`src/spdif_in_pkg.sv`:
```
`default_nettype none
package spdif_in_pkg;
  // serial word formats
  typedef enum logic [1:0] {
    fmt_left_just,
    fmt_i2s,
    fmt_right_just
  } fmt_t;
  // word width selections
  typedef enum logic [1:0] {
    width_16,
    width_18,
    width_20,
    width_24
  } width_sel_t;
  localparam int unsigned WORD_BITS     = 24;
  localparam int unsigned FIFO_DEPTH    = 8;
  localparam int unsigned SAMPLE_BITS   = WORD_BITS + 1;  // word plus channel flag
  localparam int unsigned HALF_SCLKS    = 32;             // 64 serial clocks per frame
  // msb delay after a frame sync edge in right-justified mode
  localparam logic [5:0] RJ_DELAY_16    = 6'h10;
  localparam logic [5:0] RJ_DELAY_18    = 6'h0e;
  localparam logic [5:0] RJ_DELAY_20    = 6'h0c;
  localparam logic [5:0] RJ_DELAY_24    = 6'h08;
  // word lengths
  localparam logic [4:0] LEN_16         = 5'h10;
  localparam logic [4:0] LEN_18         = 5'h12;
  localparam logic [4:0] LEN_20         = 5'h14;
  localparam logic [4:0] LEN_24         = 5'h18;
  // serial clock half period in sys_clk cycles (source side, 80 ns minimum period)
  localparam int unsigned SCLK_PERIOD_NS = 80;
  localparam int unsigned SYS_PERIOD_NS  = 25;
  localparam int unsigned SCLK_HALF_CYC  = (SCLK_PERIOD_NS + 2 * SYS_PERIOD_NS - 1)
                                           / (2 * SYS_PERIOD_NS);
  // oversampling clock ratios
  localparam logic [8:0] OSR_256        = 9'h100;
  localparam logic [8:0] OSR_384        = 9'h180;
  localparam logic [8:0] BIPHASE_PER_FS = 9'h080;  // 2 cells x 64 bits per frame
  localparam logic [23:0] WORD_RESET    = 24'h00_0000;
endpackage
`default_nettype wire

```
`src/spdif_in_if.sv`:
```
`default_nettype none
interface spdif_in_if;
  logic sclk;
  logic fsync;
  logic sdata;
  modport source (output sclk, output fsync, output sdata);
  modport sink   (input sclk, input fsync, input sdata);
endinterface
`default_nettype wire

```
`src/spdif_fifo.sv`:
```
`default_nettype none
module spdif_fifo #(
  parameter int unsigned WIDTH = 25,
  parameter int unsigned DEPTH = 8
) (
  input  wire logic             sys_clk,
  input  wire logic             resetn,
  input  wire logic [WIDTH-1:0] in_data,
  input  wire logic             in_valid,
  output var  logic             in_ready,
  output var  logic [WIDTH-1:0] out_data,
  output var  logic             out_valid,
  input  wire logic             out_ready
);
  localparam int unsigned AW = $clog2(DEPTH);
  logic [WIDTH-1:0] mem [DEPTH];
  logic [AW-1:0]    wr_ptr;
  logic [AW-1:0]    rd_ptr;
  logic [AW:0]      count;
  logic             push;
  logic             pop;

  // honest flags straight from the count
  assign in_ready  = (count != (AW+1)'(DEPTH));
  assign out_valid = (count != '0);
  assign out_data  = mem[rd_ptr];
  assign push      = in_valid && in_ready;
  assign pop       = out_valid && out_ready;

  // storage
  always_ff @(posedge sys_clk) begin
    if (push) begin
      mem[wr_ptr] <= in_data;
    end
  end

  // pointers and occupancy
  always_ff @(posedge sys_clk or negedge resetn) begin
    if (!resetn) begin
      wr_ptr <= '0;
      rd_ptr <= '0;
      count  <= '0;
    end else begin
      if (push) begin
        wr_ptr <= (wr_ptr == AW'(DEPTH - 1)) ? '0 : wr_ptr + 1'b1;
      end
      if (pop) begin
        rd_ptr <= (rd_ptr == AW'(DEPTH - 1)) ? '0 : rd_ptr + 1'b1;
      end
      count <= count + (AW+1)'(push) - (AW+1)'(pop);
    end
  end
endmodule
`default_nettype wire

```
`src/spdif_in_sink.sv`:
```
`default_nettype none
module spdif_in_sink (
  input  wire logic                      sys_clk,
  input  wire logic                      resetn,
  input  wire spdif_in_pkg::fmt_t        fmt,
  input  wire spdif_in_pkg::width_sel_t  width_sel,
  input  wire logic                      osr_384,
  input  wire logic                      oversampling_clock_in,
  spdif_in_if.sink                       link,
  output var  logic [23:0]               sample_word,
  output var  logic                      sample_right,
  output var  logic                      sample_valid,
  input  wire logic                      sample_ready,
  output var  logic                      biphase_tick,
  output var  logic                      overrun
);
  typedef enum logic [1:0] {
    st_idle,
    st_wait,
    st_shift
  } rx_state_t;

  rx_state_t   state;
  logic [2:0]  sclk_sync;
  logic [1:0]  fs_sync;
  logic [1:0]  sd_sync;
  logic [1:0]  osc_sync;
  logic        fs_prev;
  logic        osc_prev;
  logic        rise;
  logic        fs_edge;
  logic [5:0]  delay_cnt;
  logic [4:0]  bits_left;
  logic [23:0] shift;
  logic        chan;
  logic [4:0]  len;
  logic [5:0]  start_delay;
  logic        push_valid;
  logic        push_ready;
  logic [24:0] push_data;
  logic [24:0] fifo_data;
  logic        fifo_valid;
  logic        fifo_pop;
  logic [8:0]  osc_cnt;
  logic [8:0]  osc_div;

  always_comb begin
    case (width_sel)
      spdif_in_pkg::width_16: len = spdif_in_pkg::LEN_16;
      spdif_in_pkg::width_18: len = spdif_in_pkg::LEN_18;
      spdif_in_pkg::width_20: len = spdif_in_pkg::LEN_20;
      default:                len = spdif_in_pkg::LEN_24;
    endcase
  end

  // clocks from fsync edge to msb, counted in rising sclk edges
  always_comb begin
    case (fmt)
      spdif_in_pkg::fmt_right_just: start_delay = 6'(6'd32 - {1'b0, len});
      spdif_in_pkg::fmt_i2s:        start_delay = 6'h01;
      default:                      start_delay = 6'h00;
    endcase
  end

  // pins cross into sys_clk through two flops before use
  always_ff @(posedge sys_clk or negedge resetn) begin
    if (!resetn) begin
      sclk_sync <= '0;
      fs_sync   <= '0;
      sd_sync   <= '0;
      osc_sync  <= '0;
    end else begin
      sclk_sync <= {sclk_sync[1:0], link.sclk};
      fs_sync   <= {fs_sync[0], link.fsync};
      sd_sync   <= {sd_sync[0], link.sdata};
      osc_sync  <= {osc_sync[0], oversampling_clock_in};
    end
  end

  assign rise = sclk_sync[1] && !sclk_sync[2];
  assign fs_edge = rise && (fs_sync[1] != fs_prev);

  // frame sync history, updated only at sample points
  always_ff @(posedge sys_clk or negedge resetn) begin
    if (!resetn) begin
      // idle level of fsync, so no false edge follows reset
      fs_prev <= 1'b1;
    end else if (rise) begin
      fs_prev <= fs_sync[1];
    end
  end

  // word assembler
  // three formats
  always_ff @(posedge sys_clk or negedge resetn) begin
    if (!resetn) begin
      state      <= st_idle;
      delay_cnt  <= '0;
      bits_left  <= '0;
      shift      <= spdif_in_pkg::WORD_RESET;
      chan       <= 1'b0;
      push_valid <= 1'b0;
      push_data  <= '0;
      overrun    <= 1'b0;
    end else begin
      if (push_valid && push_ready) begin
        push_valid <= 1'b0;
      end
      if (fs_edge) begin
        chan      <= (fmt == spdif_in_pkg::fmt_i2s) ? fs_sync[1] : !fs_sync[1];
        bits_left <= len;
        if (start_delay == 6'h00) begin
          shift <= {23'h00_0000, sd_sync[1]};
          bits_left <= 5'(len - 5'h01);
          state <= (len == 5'h01) ? st_idle : st_shift;
        end else begin
          delay_cnt <= 6'(start_delay - 6'h01);
          state     <= st_wait;
        end
      end else if (rise) begin
        case (state)
          st_wait: begin
            if (delay_cnt == 6'h00) begin
              shift     <= {23'h00_0000, sd_sync[1]};
              bits_left <= 5'(bits_left - 5'h01);
              state     <= st_shift;
            end else begin
              delay_cnt <= 6'(delay_cnt - 6'h01);
            end
          end
          st_shift: begin
            shift     <= {shift[22:0], sd_sync[1]};
            bits_left <= 5'(bits_left - 5'h01);
            if (bits_left == 5'h01) begin
              state <= st_idle;
              // full word in hand; drop it if the fifo still refuses
              if (push_valid && !push_ready) begin
                overrun <= 1'b1;
              end else begin
                push_valid <= 1'b1;
                push_data  <= {chan, 24'({shift[22:0], sd_sync[1]})};
              end
            end
          end
          default: state <= st_idle;
        endcase
      end
    end
  end

  spdif_fifo #(
    .WIDTH (spdif_in_pkg::SAMPLE_BITS),
    .DEPTH (spdif_in_pkg::FIFO_DEPTH)
  ) u_fifo (
    .sys_clk   (sys_clk),
    .resetn    (resetn),
    .in_data   (push_data),
    .in_valid  (push_valid),
    .in_ready  (push_ready),
    .out_data  (fifo_data),
    .out_valid (fifo_valid),
    .out_ready (fifo_pop)
  );

  // registered output stage; stalls on sample_ready back into the fifo
  assign fifo_pop = fifo_valid && (!sample_valid || sample_ready);
  always_ff @(posedge sys_clk or negedge resetn) begin
    if (!resetn) begin
      sample_valid <= 1'b0;
      sample_word  <= spdif_in_pkg::WORD_RESET;
      sample_right <= 1'b0;
    end else if (fifo_pop) begin
      sample_valid <= 1'b1;
      sample_word  <= fifo_data[23:0];
      sample_right <= fifo_data[24];
    end else if (sample_ready) begin
      sample_valid <= 1'b0;
    end
  end

  // divide oversampling clock
  // ratio/128 edges per biphase cell; the sampled clock must stay under sys_clk/2
  assign osc_div = osr_384 ? 9'(spdif_in_pkg::OSR_384 / spdif_in_pkg::BIPHASE_PER_FS)
                           : 9'(spdif_in_pkg::OSR_256 / spdif_in_pkg::BIPHASE_PER_FS);
  always_ff @(posedge sys_clk or negedge resetn) begin
    if (!resetn) begin
      osc_prev     <= 1'b0;
      osc_cnt      <= '0;
      biphase_tick <= 1'b0;
    end else begin
      osc_prev     <= osc_sync[1];
      biphase_tick <= 1'b0;
      if (osc_sync[1] && !osc_prev) begin
        if (osc_cnt >= 9'(osc_div - 9'h001)) begin
          osc_cnt      <= '0;
          biphase_tick <= 1'b1;
        end else begin
          osc_cnt <= osc_cnt + 9'h001;
        end
      end
    end
  end
endmodule
`default_nettype wire

```
`src/flat_wrapper.sv`:
```
// flat-port wrapper written by rule: the top's interface ports become plain ports
module spdif_in_sink_flat 
  (sys_clk, resetn, fmt, width_sel, osr_384, oversampling_clock_in, sample_word, sample_right, sample_valid, sample_ready, biphase_tick, overrun, link_sclk, link_fsync, link_sdata);
  spdif_in_if link_i ();
  input  wire logic sys_clk;
  input  wire logic resetn;
  input  wire spdif_in_pkg::fmt_t fmt;
  input  wire spdif_in_pkg::width_sel_t width_sel;
  input  wire logic osr_384;
  input  wire logic oversampling_clock_in;
  output var  logic [23:0] sample_word;
  output var  logic sample_right;
  output var  logic sample_valid;
  input  wire logic sample_ready;
  output var  logic biphase_tick;
  output var  logic overrun;
  input wire logic [$bits(link_i.sclk)-1:0] link_sclk;
  input wire logic [$bits(link_i.fsync)-1:0] link_fsync;
  input wire logic [$bits(link_i.sdata)-1:0] link_sdata;
  assign link_i.sclk = link_sclk;
  assign link_i.fsync = link_fsync;
  assign link_i.sdata = link_sdata;
  spdif_in_sink u_core (.sys_clk(sys_clk), .resetn(resetn), .fmt(fmt), .width_sel(width_sel), .osr_384(osr_384), .oversampling_clock_in(oversampling_clock_in), .link(link_i), .sample_word(sample_word), .sample_right(sample_right), .sample_valid(sample_valid), .sample_ready(sample_ready), .biphase_tick(biphase_tick), .overrun(overrun));
endmodule
```
`config.mk`:
```
export PLATFORM = sky130hd
export DESIGN_NAME = spdif_in_sink_flat
export DESIGN_NICKNAME = d
export VERILOG_FILES = /design/src/spdif_in_pkg.sv /design/src/spdif_in_if.sv /design/src/spdif_fifo.sv /design/src/spdif_in_sink.sv /design/src/flat_wrapper.sv
export SDC_FILE = /design/constraint.sdc
export NUM_CORES = 1
export LEC_CHECK = 0
export BUFFER_PORTS_ARGS = -buffer_cell sky130_fd_sc_hd__buf_4
export CORE_AREA = 2 2 158 160
export DETAILED_ROUTE_END_ITERATION = 7
export DIE_AREA = 0 0 160 162
export PLACE_DENSITY_LB_ADDON = 0.1
export RECOVER_POWER = 50
export SYNTH_ARGS = -nofsm -noshare
export SYNTH_HDL_FRONTEND = slang
export SYNTH_HIERARCHICAL = 1
export SYNTH_SLANG_ARGS = --single-unit
```
`constraint.sdc`:
```
create_clock -name sys_clk -period 4.5 [get_ports sys_clk]
set_input_delay 0.225 -clock sys_clk [delete_from_list [all_inputs] [get_ports sys_clk]]
set_output_delay 0.225 -clock sys_clk [all_outputs]
set_load 0.1 [all_outputs]
```
# After elaboration in Yosys (flattened, before gate mapping)
# Memories as Yosys holds them, arrays and structs flattened. A register that Yosys moved wholly into a read port is not among the register bits.
# Index checks and enable logic that the tools add are counted.
dict set report totals {
  regBits 96
  mem_bits_rw 200
  in_bits 12
  out_inout_bits 28
  wordCells 121
  mem_count 1
}
dict set report op_classes {
  addsub 11
  n_lt_le_gt_ge 1
  n_eq_ne 17
  n_mux 41
  bitwise 2
  reduce_logical 28
}
# memory depth word_bits read_ports rd_ports_with_merged_regs write_ports line_no
set mem_list {}
lappend mem_list {u_core.u_fifo.mem 8 25 1 1 1 spdif_fifo.sv:16} ;# logic [WIDTH-1:0] mem [DEPTH];
# operator count
set op_table {}
lappend op_table {{23-bit two-way mux} 4}
lappend op_table {{23-bit case mux with 2 select lines} 1}
lappend op_table {{6-bit two-way mux} 5}
lappend op_table {{5-bit two-way mux} 4}
lappend op_table {{1-bit two-way mux} 14}
lappend op_table {{6-bit zero test} 2}
lappend op_table {{2-bit two-way mux} 6}
lappend op_table {{4-bit case mux with 3 select lines} 1}
lappend op_table {{6-bit case mux with 2 select lines} 1}
lappend op_table {{6-bit by 1-bit subtractor with 6-bit output, second input constant} 2}
lappend op_table {{5-bit by 1-bit equality test with 1-bit output, second input constant} 2}
lappend op_table {{5-bit case mux with 2 select lines} 1}
lappend op_table {{5-bit AND reduction} 2}
lappend op_table {{5-bit by 1-bit subtractor with 5-bit output, second input constant} 2}
lappend op_table {{9-bit by 1-bit adder with 9-bit output, second input constant} 1}
lappend op_table {{9-bit >= comparator} 1}
lappend op_table {{9-bit two-way mux} 1}
lappend op_table {{9-bit by 1-bit subtractor with 9-bit output, second input constant} 1}
lappend op_table {{4-bit AND reduction} 2}
lappend op_table {{1-bit logical AND} 7}
lappend op_table {{3-bit by 1-bit adder with 3-bit output, second input constant} 2}
lappend op_table {{2-bit by 1-bit equality test with 1-bit output, second input constant} 3}
lappend op_table {{2-bit equality test, second input constant} 3}
lappend op_table {{3-bit equality test, second input constant} 2}
lappend op_table {{other kinds (18)} 30}

# Depth between registers and ports, before layout
# Gate-level depths: netlist (run 1).
dict set report logic_depth {
  depth_word 8
  depth_mapped 14
  mapped_depth_nobuf 13
}

# Cells and area by module
# Netlist (run 1), hierarchy kept.
# mod n_inst cells_per_inst area_per_inst_um2 seq_area_each_um2
set by_module_without_submodules {}
lappend by_module_without_submodules {spdif_fifo 1 346 8287.9 6256.0}
lappend by_module_without_submodules {spdif_in_sink 1 402 4832.1 2778.9}

# Worst setup path after synthesis (run 1)
# OpenSTA, ideal clock, no wires.
dict set report synth_timing {
  path_kind {reg-to-reg}
  start {register u_core.u_fifo.count[2]}
  end {memory u_core.u_fifo.mem[0][0] (enable)}
  setup_ps 470
  arrival_time_ps 3272
  required_ps 4030
  path_slack_ps 758
  stages_incl_launch_ff 6
  path_buffers 0
  synth_period_minus_slack_ps 3742
  path_cell_list {dfrtp_1 > inv_1 > ha_1 > or3b_2 > nand2_2 > nor4_1}
}
dict set report synth_via {
  elab_chain_cells 4
}
# element line_no
set synth_rtl {}
lappend synth_rtl {{start, declared} spdif_fifo.sv:19} ;# logic [AW:0] count;
lappend synth_rtl {{start signal, assigned} spdif_fifo.sv:50} ;# count <= count + (AW+1)'(push) - (AW+1)'(pop);
lappend synth_rtl {{4-bit != test} spdif_fifo.sv:24} ;# assign in_ready = (count != (AW+1)'(DEPTH));
lappend synth_rtl {{via u_core.push_ready} spdif_in_sink.sv:39} ;# logic push_ready;
lappend synth_rtl {{1-bit logical AND} spdif_fifo.sv:27} ;# assign push = in_valid && in_ready;
lappend synth_rtl {{1-bit two-way mux} spdif_fifo.sv:32} ;# if (push) begin
lappend synth_rtl {{1-bit two-way mux (not written as such)} spdif_fifo.sv:33} ;# mem[wr_ptr] <= in_data;
lappend synth_rtl {{end, declared} spdif_fifo.sv:16}
# The timed path passes the listed nets, and every way through them passes these cells.

==> results of run 1 <==
-- cell usage after synthesis (all sizes together), types with 3 or more instances --
library cell	count	area share, %
a21oi	12	0.46
nand4	4	0.24
nor2	21	0.60
nand2b	9	0.49
nor4	5	0.24
nor2b	6	0.29
dfrtp	120	23
edfxtp	200	46
xor2	6	0.40
a31oi	3	0.14
mux2	83	7.7
xnor2	3	0.26
o211ai	3	0.17
and2	3	0.14
nor3	9	0.43
o21ai	38	1.4
inv	18	0.51
clkbuf	13	0.37
ha	23	2.2
nand2	69	2.0
nand3	6	0.23
buf	17	1.2
mux4	50	9.8
-- sequential cells by signal (all words and copies together) (netlist names) --
signal,count
u_core/chan,1
u_core/osc_cnt,9
u_core/u_fifo/count,4
u_core/push_data,25
u_core/u_fifo/wr_ptr,3
u_core/u_fifo/rd_ptr,3
u_core/bits_left,5
u_core/shift,23
u_core/osc_prev,1
u_core/sample_word,24
u_core/fs_prev,1
u_core/sd_sync,2
u_core/push_valid,1
u_core/sclk_sync,3
u_core/sample_valid,1
u_core/fs_sync,2
u_core/delay_cnt,6
u_core/sample_right,1
u_core/u_fifo/mem,200
u_core/overrun,1
u_core/osc_sync,2
u_core/biphase_tick,1
u_core/state,2
-- cell type report --
type                       count  area share (%)
tap                          324            2.75
clock inverter                13           0.619
multi-input combinational    379            26.2
timing repair buffer          56            2.15
clock buffer                  48            6.56
inverter                      18           0.458
sequential                   321            61.3
-- worst paths after layout --
kind | startpoint | to | depth (start not counted)
worst min-delay path | sample_ready | u_core/sample_valid$_DFFE_PN0P_ | 3
max in group sys_clk | u_core/u_fifo/count[2]$_DFF_PN0_ | u_core/u_fifo/count[2]$_DFF_PN0_ | 13
worst max register to register | u_core/u_fifo/count[2]$_DFF_PN0_ | u_core/u_fifo/count[2]$_DFF_PN0_ | 13
min in group asynchronous | resetn | u_core/sample_word[18]$_DFFE_PN0P_ | 2
worst min register to register | u_core/fs_sync[0]$_DFF_PN0_ | u_core/fs_sync[1]$_DFF_PN0_ | 0
worst max-delay path | resetn | u_core/sample_word[1]$_DFFE_PN0P_ | 3
-- layer usage --
metal,vias to the layer above,track usage [%],wire (um)
met5,-,0,0
met3,36,3.04,821
met2,143,33.8,12300
met1,3415,25.7,10700
met4,0,5.65,427
li1,3009,-,-
-- kinds of logic after synthesis --
kind of cell | count (synthesis) | share of synthesized area [%]
compound gates | 72 | 3.31
xor+xnor | 9 | 0.658
fa+ha+maj | 24 | 2.35
buf+inv | 48 | 2.09
flops | 321 | 68.9
mux | 134 | 17.6
simple gates | 140 | 5.18
-- metrics by stage --
step	setup WS (ns)	util [%]	power, mW
after detailed placement	1.45	57.1	6.17
final	1.40	61.2	8.61
after CTS	1.44	61.7	8.81
after global placement	1.54	57.1	6.09
after global routing	0.799	61.2	9.00
after floorplan	0.758	-	5.64
-- power groups by stage --
| stage | sequential (mW) | clock (mW) | combinational [mW] |
|---|---|---|---|
| global route | 3.74 | 2.82 | 2.44 |
| floorplan | 4.36 | 0 | 1.28 |
| CTS | 3.70 | 2.69 | 2.42 |
| detailed placement | 3.76 | 0 | 2.41 |
| global placement | 3.74 | 0 | 2.34 |
| finish | 3.69 | 2.62 | 2.30 |
-- worst max-delay path, delay by kind of cell --
kind	cells	cell delay, ns
buffers and inverters	3	3.15
==> impl_results.md, run 1 <==
* Global route total overflow at 0
* Worst R2R Setup Slack at 1.47 ns
* # clock sinks at 321
* Ys flop type: edfxtp_1
* Setup TNS at 0 ns
* Initial core utilization at 54.4%
* Number of global-route vias before repair at 6943
* Worst Skew at 0.0107 ns
* # DRC at 0
* ANT nets after route at 0
* Gate Count Post-Synth at 748
* Clk_lat worst skew at 0.50 ns
* GRT Total Usage at 19.4%
* Hold Crit Class: input port to flip-flop
* Pin count of the biggest net entering global routing at 71
* Core Rows at 57
* Maximum vdd drop at 0.345 mV
* Post-synthesis cell area at 13100 um2
* EDFF count, synth at 200
* Flop pwr share at 42.9%
* Slew Limit Fails at 126
* Post-route cell area at 14800 um2
* Worst Path Class, Setup: input port to async pin
* Period utilization at 69.0%
* Crit-path slowest cell: clkbuf_2
* Drt pass-1 iters at 4
* Die Ht at 162 um
* Area of the multi-input gates at 3860 um2
* Die width at 160 um
* Die area at 25900 um2
* Max Clk Rate at 0.322 GHz
* Ant diodes at 0
* CP Cell Sequence: dlygate4sd3_1, clkbuf_2, clkbuf_1
* Worst EP arrival at 3.40 ns
* NetSw at 2.88 mW
* Register area share after synthesis at 68.9%
* Min Hold Slack at 0.136 ns
* CTS hold repair buffers at 5
* Most common cell after layout, fill and taps aside: edfxtp_1
* Area growth syn-to-layout at 12.4%
* TritonCTS Buffers at 34
* Max cap viols at 3
* Area of the core at 24100 um2
* GP Congestion at 0.829
* Clk pwr share at 30.5%
* Status: finished with violations
* Cell count after placement at 1093
* Clock Path Buffers at 3
* Pint at 5.73 mW
* Failing checks: max-capacitance violations, max-slew violations
* Crit Path Max Fanout at 70
* Async SR Flop Fraction at 37.7%
* Critical Path RT at 4.79 ns
* Clk pin slew, worst setup/hold paths at 0.06 ns
* Post-CTS resize count at 0
* Most frequent cells in the layout: edfxtp_1 (200), dfrtp_1 (117), nand2_1 (67), mux2_2 (63), mux4_1 (42)
* Min Tclk post-route at 3.10 ns
* Fillers at 1834
* Initial antenna violation count at 0
* CP endpoint kind: async pin
* Peak per-stage delay on the critical path at 1.32 ns
* Fin. Hold Viols at 0
* Avg WL per Cell at 20.9 um
* Setup violators final at 0
* Nets@finish at 846
* Starting DRT DRC Count at 401
* Netlist cell types at 56
* I/O pin total at 40
* Synthesized flop and latch total at 321
* Vias per std cell at 5.70
* Sw Ratio at 33.4%
* First-pass GRT wire length at 38400 um
* Area of placed instances at 13800 um2
* Port Buffers at 39
* Worst Max-Slew Pin Slew at 1.91 ns
* Worst Setup Start Kind: input port
* CTS H-tree depth at 2
* Post CTS Setup Buffer Count at 0
* Relative slew margins at -27.2%
* Net Count, Synth at 784
* Root Driver: clkbuf_16
* Comb power frac at 26.7%
* Post-Layout Cell Count at 1159
* RSZ-0062 raised after global routing: no
* Reg area at 9040 um2
* Routed vias at 6603
* Drt total wl at 24300 um
* PD cells at 584 nW/um2
* DP HPWL at 13600 um
* CTS tree: built
* Syn_area_per_cell at 17.5 um2
* Synth warnings at 6
* Pleak at 5.51 nW
* Layout cells sized above 1 at 21.8%
Power figures use the tool's default switching activity.
==> run 2, diff against run 1 <==
ABC_AREA = 1   (was not set)
CORE_AREA = 2 2 164 166   (was 2 2 158 160)
DIE_AREA = 0 0 166 168   (was 0 0 160 162)
clock period = 2.73 ns   (was 4.5 ns; I/O delays follow)
==> run 2 against run 1 <==
Compared with the run above:
- the run now ends clean
- cell count rose by 64%
- combinational power rose by 140%
- largest cell class unchanged
- register-to-register slack got worse by 1.0 ns
- highest routed layer unchanged
- utilization fell by 0.72 points
- via count rose by 40%
- hold slack got worse by 0.0014 ns
==> impl_results.md, run 2 <==
* Netlist cell types at 38
* Worst Max-Slew Pin Slew at 1.44 ns
* Die Ht at 168 um
* Clock Path Buffers at 3
* Crit-path slowest cell: nand3_2
* Most frequent cells in the layout: nand2_1 (523), inv_1 (279), edfxtp_1 (200), nand3_1 (122), dfrtp_1 (118)
* Port Buffers at 39
* Cell count after placement at 1834
* Synthesized flop and latch total at 321
* Area of the core at 26400 um2
* Fillers at 2210
* Nets@finish at 1572
* Worst Setup Start Kind: flip-flop
* DP HPWL at 16200 um
* Worst Path Class, Setup: flip-flop to flip-flop
* I/O pin total at 40
* Core Rows at 60
* Routed vias at 9257
* Gate Count Post-Synth at 1489
* Largest register FFs at 200
* Drt total wl at 28000 um
* Placement Setup Slack at 0.499 ns
* Fin. Hold Viols at 0
* Starting DRT DRC Count at 622
* Post-Layout Cell Count at 1903
* Area growth syn-to-layout at 12.1%
* Ant diodes at 0
* Synth area leaders: edfxtp_1 (42%), dfrtp_1 (21%), nand2_1 (14%), inv_1 (7.4%), nand3_1 (4.3%)
* GP Congestion at 0.794
* Most common library cells after synthesis: nand2_1 (523), inv_1 (279), edfxtp_1 (200), nand3_1 (123), dfrtp_1 (120)
* CTS hold repair buffers at 6
* GRT Total Usage at 20.6%
* Peak per-stage delay on the critical path at 0.69 ns
* CP endpoint kind: flip-flop
* Share of the synthesized area in the top cell type at 42.2%
* Drt pass-1 iters at 5
* Die area at 27900 um2
* ANT nets after route at 0
* Root Driver: clkbuf_16
* Avg WL per Cell at 14.7 um
* RSZ-0062 raised after global routing: no
* Most frequent cell after synthesis: nand2_1
* Number of global-route vias before repair at 8958
* Status: completed
* Slew Limit Fails at 0
* Min Tclk post-route at 2.27 ns
* Async SR Flop Fraction at 37.7%
* CP Cell Sequence: inv_1, ha_1, nand2_1, nor2_1, nand3_2, o21ai_0
* Die width at 166 um
* Reg with most FFs: u_core/u_fifo/mem
* Post-synthesis cell area at 14200 um2
* Global route total overflow at 0
* Initial core utilization at 54.0%
* Yosys top cell by area: edfxtp_1
* Post-route cell area at 15900 um2
* # clock sinks at 321
* Post-layout util at 60.5%
* Critical Path RT at 3.10 ns
* Layout cells sized above 1 at 9.48%
* Clk pin slew, worst setup/hold paths at 0.06 ns
* Register area share after synthesis at 63.6%
* Syn_area_per_cell at 9.55 um2
* Setup TNS at 0 ns
* Net Count, Synth at 1525
* Max Clk Rate at 0.441 GHz
* Most common cell after layout, fill and taps aside: nand2_1
* Setup WS post-layout at 0.463 ns
* Pleak at 7.69 nW
* Period utilization at 83.0%
* CTS tree: built
* Hold Crit Class: input port to flip-flop
* Area of placed instances at 14800 um2
* Crit Path Max Fanout at 50
* PD cells at 980 nW/um2
* Pin count of the biggest net entering global routing at 103
* Initial antenna violation count at 0
* Crit path max-delay family: simple AND/OR/NAND/NOR gates
* Post CTS Setup Buffer Count at 0
* Max cap viols at 0
* Relative slew margins at 4.32%
* Synth warnings at 6
* # DRC at 0
* Post-CTS resize count at 0
* EDFF count, synth at 200
* Maximum vdd drop at 1.07 mV
* Clk_lat worst skew at 0.50 ns
* Largest regs: u_core/u_fifo/mem: 200 flops, u_core/push_data: 25 flops, u_core/sample_word: 24 flops
* Ys flop type: edfxtp_1
* Final Power at 15.6 mW
* Setup violators final at 0
* Min Hold Slack at 0.134 ns
* Worst Skew at 0.0143 ns
* Worst EP arrival at 2.64 ns
* CTS H-tree depth at 2
* Buf+Inv Stages, Crit Path at 1
* Vias per std cell at 4.86
* TritonCTS Buffers at 35
* First-pass GRT wire length at 45900 um
-- run 2: changes by cell type after synthesis, moves of 8 or more --
cell and change:
o21ai_2 +13, nand3_1 +117, a21oi_1 -8, inv_1 +261
mux2_2 -63, buf_2 +19, mux4_2 -8, o21ai_1 +18
mux4_1 -42, buf_6 +8, nand2b_1 -8, nand2_1 +456
mux2_4 -20, nor2_1 +25
-- run 2: layer usage --
layer / vias to the layer above / global-route usage [%] / share of wire, %
met1: 4321 / 27.8 / 46
met3: 40 / 2.68 / 4.3
met4: 0 / 5.29 / 1.8
met5: - / 0 / 0
met2: 178 / 35.6 / 48
li1: 4718 / - / -
-- run 2: logic make-up after synthesis --
group | synth area share (%)
flops | 63.6
buf+inv | 10.2
compound gates | 3.25
fa+ha+maj | 2.17
simple gates | 20.6
xor+xnor | 0.246
-- run 2: area by class of cell --
class	instances	area, um2	area share, %
Timing Repair Buffer	69	568	3.56
Tap cell	341	427	2.68
Inverter	285	1070	6.71
Sequential cell	321	9040	56.7
Clock inverter	15	71.3	0.448
Multi-Input combinational cell	824	3770	23.7
Clock buffer	48	987	6.20
-- run 2: worst paths after layout --
path | startpoint | end | slack (ns) | cells after the start
max | u_core/bits_left[1]$_DFFE_PN0P_ | u_core/push_data[1]$_DFFE_PN0P_ | 0.46 | 6
min | width_sel[1] | u_core/bits_left[3]$_DFFE_PN0P_ | 0.13 | 6
max reg2reg | u_core/bits_left[1]$_DFFE_PN0P_ | u_core/push_data[1]$_DFFE_PN0P_ | 0.46 | 6
min reg2reg | u_core/fs_sync[0]$_DFF_PN0_ | u_core/fs_sync[1]$_DFF_PN0_ | 0.35 | 0
max in group asynchronous | resetn | u_core/push_data[6]$_DFFE_PN0P_ | 1.17 | 3
min in group asynchronous | resetn | u_core/osc_cnt[1]$_DFFE_PN0P_ | 0.52 | 2
-- run 2: worst reg2reg max path, cell delays in order (launching register included) --
cell and delay, ns:
dfrtp_1 0.38, inv_1 0.12, ha_1 0.17, nand2_1 0.05, nor2_1 0.23, nand3_2 0.69, o21ai_0 0.49
-- run 2: power breakdown --
part | switching [mW] | total, mW | internal (mW)
clock network | 1.81 | 4.34 | 2.53
registers | 0.262 | 5.82 | 5.56
logic | 3.98 | 5.45 | 1.47
total | 6.05 | 15.6 | 9.56
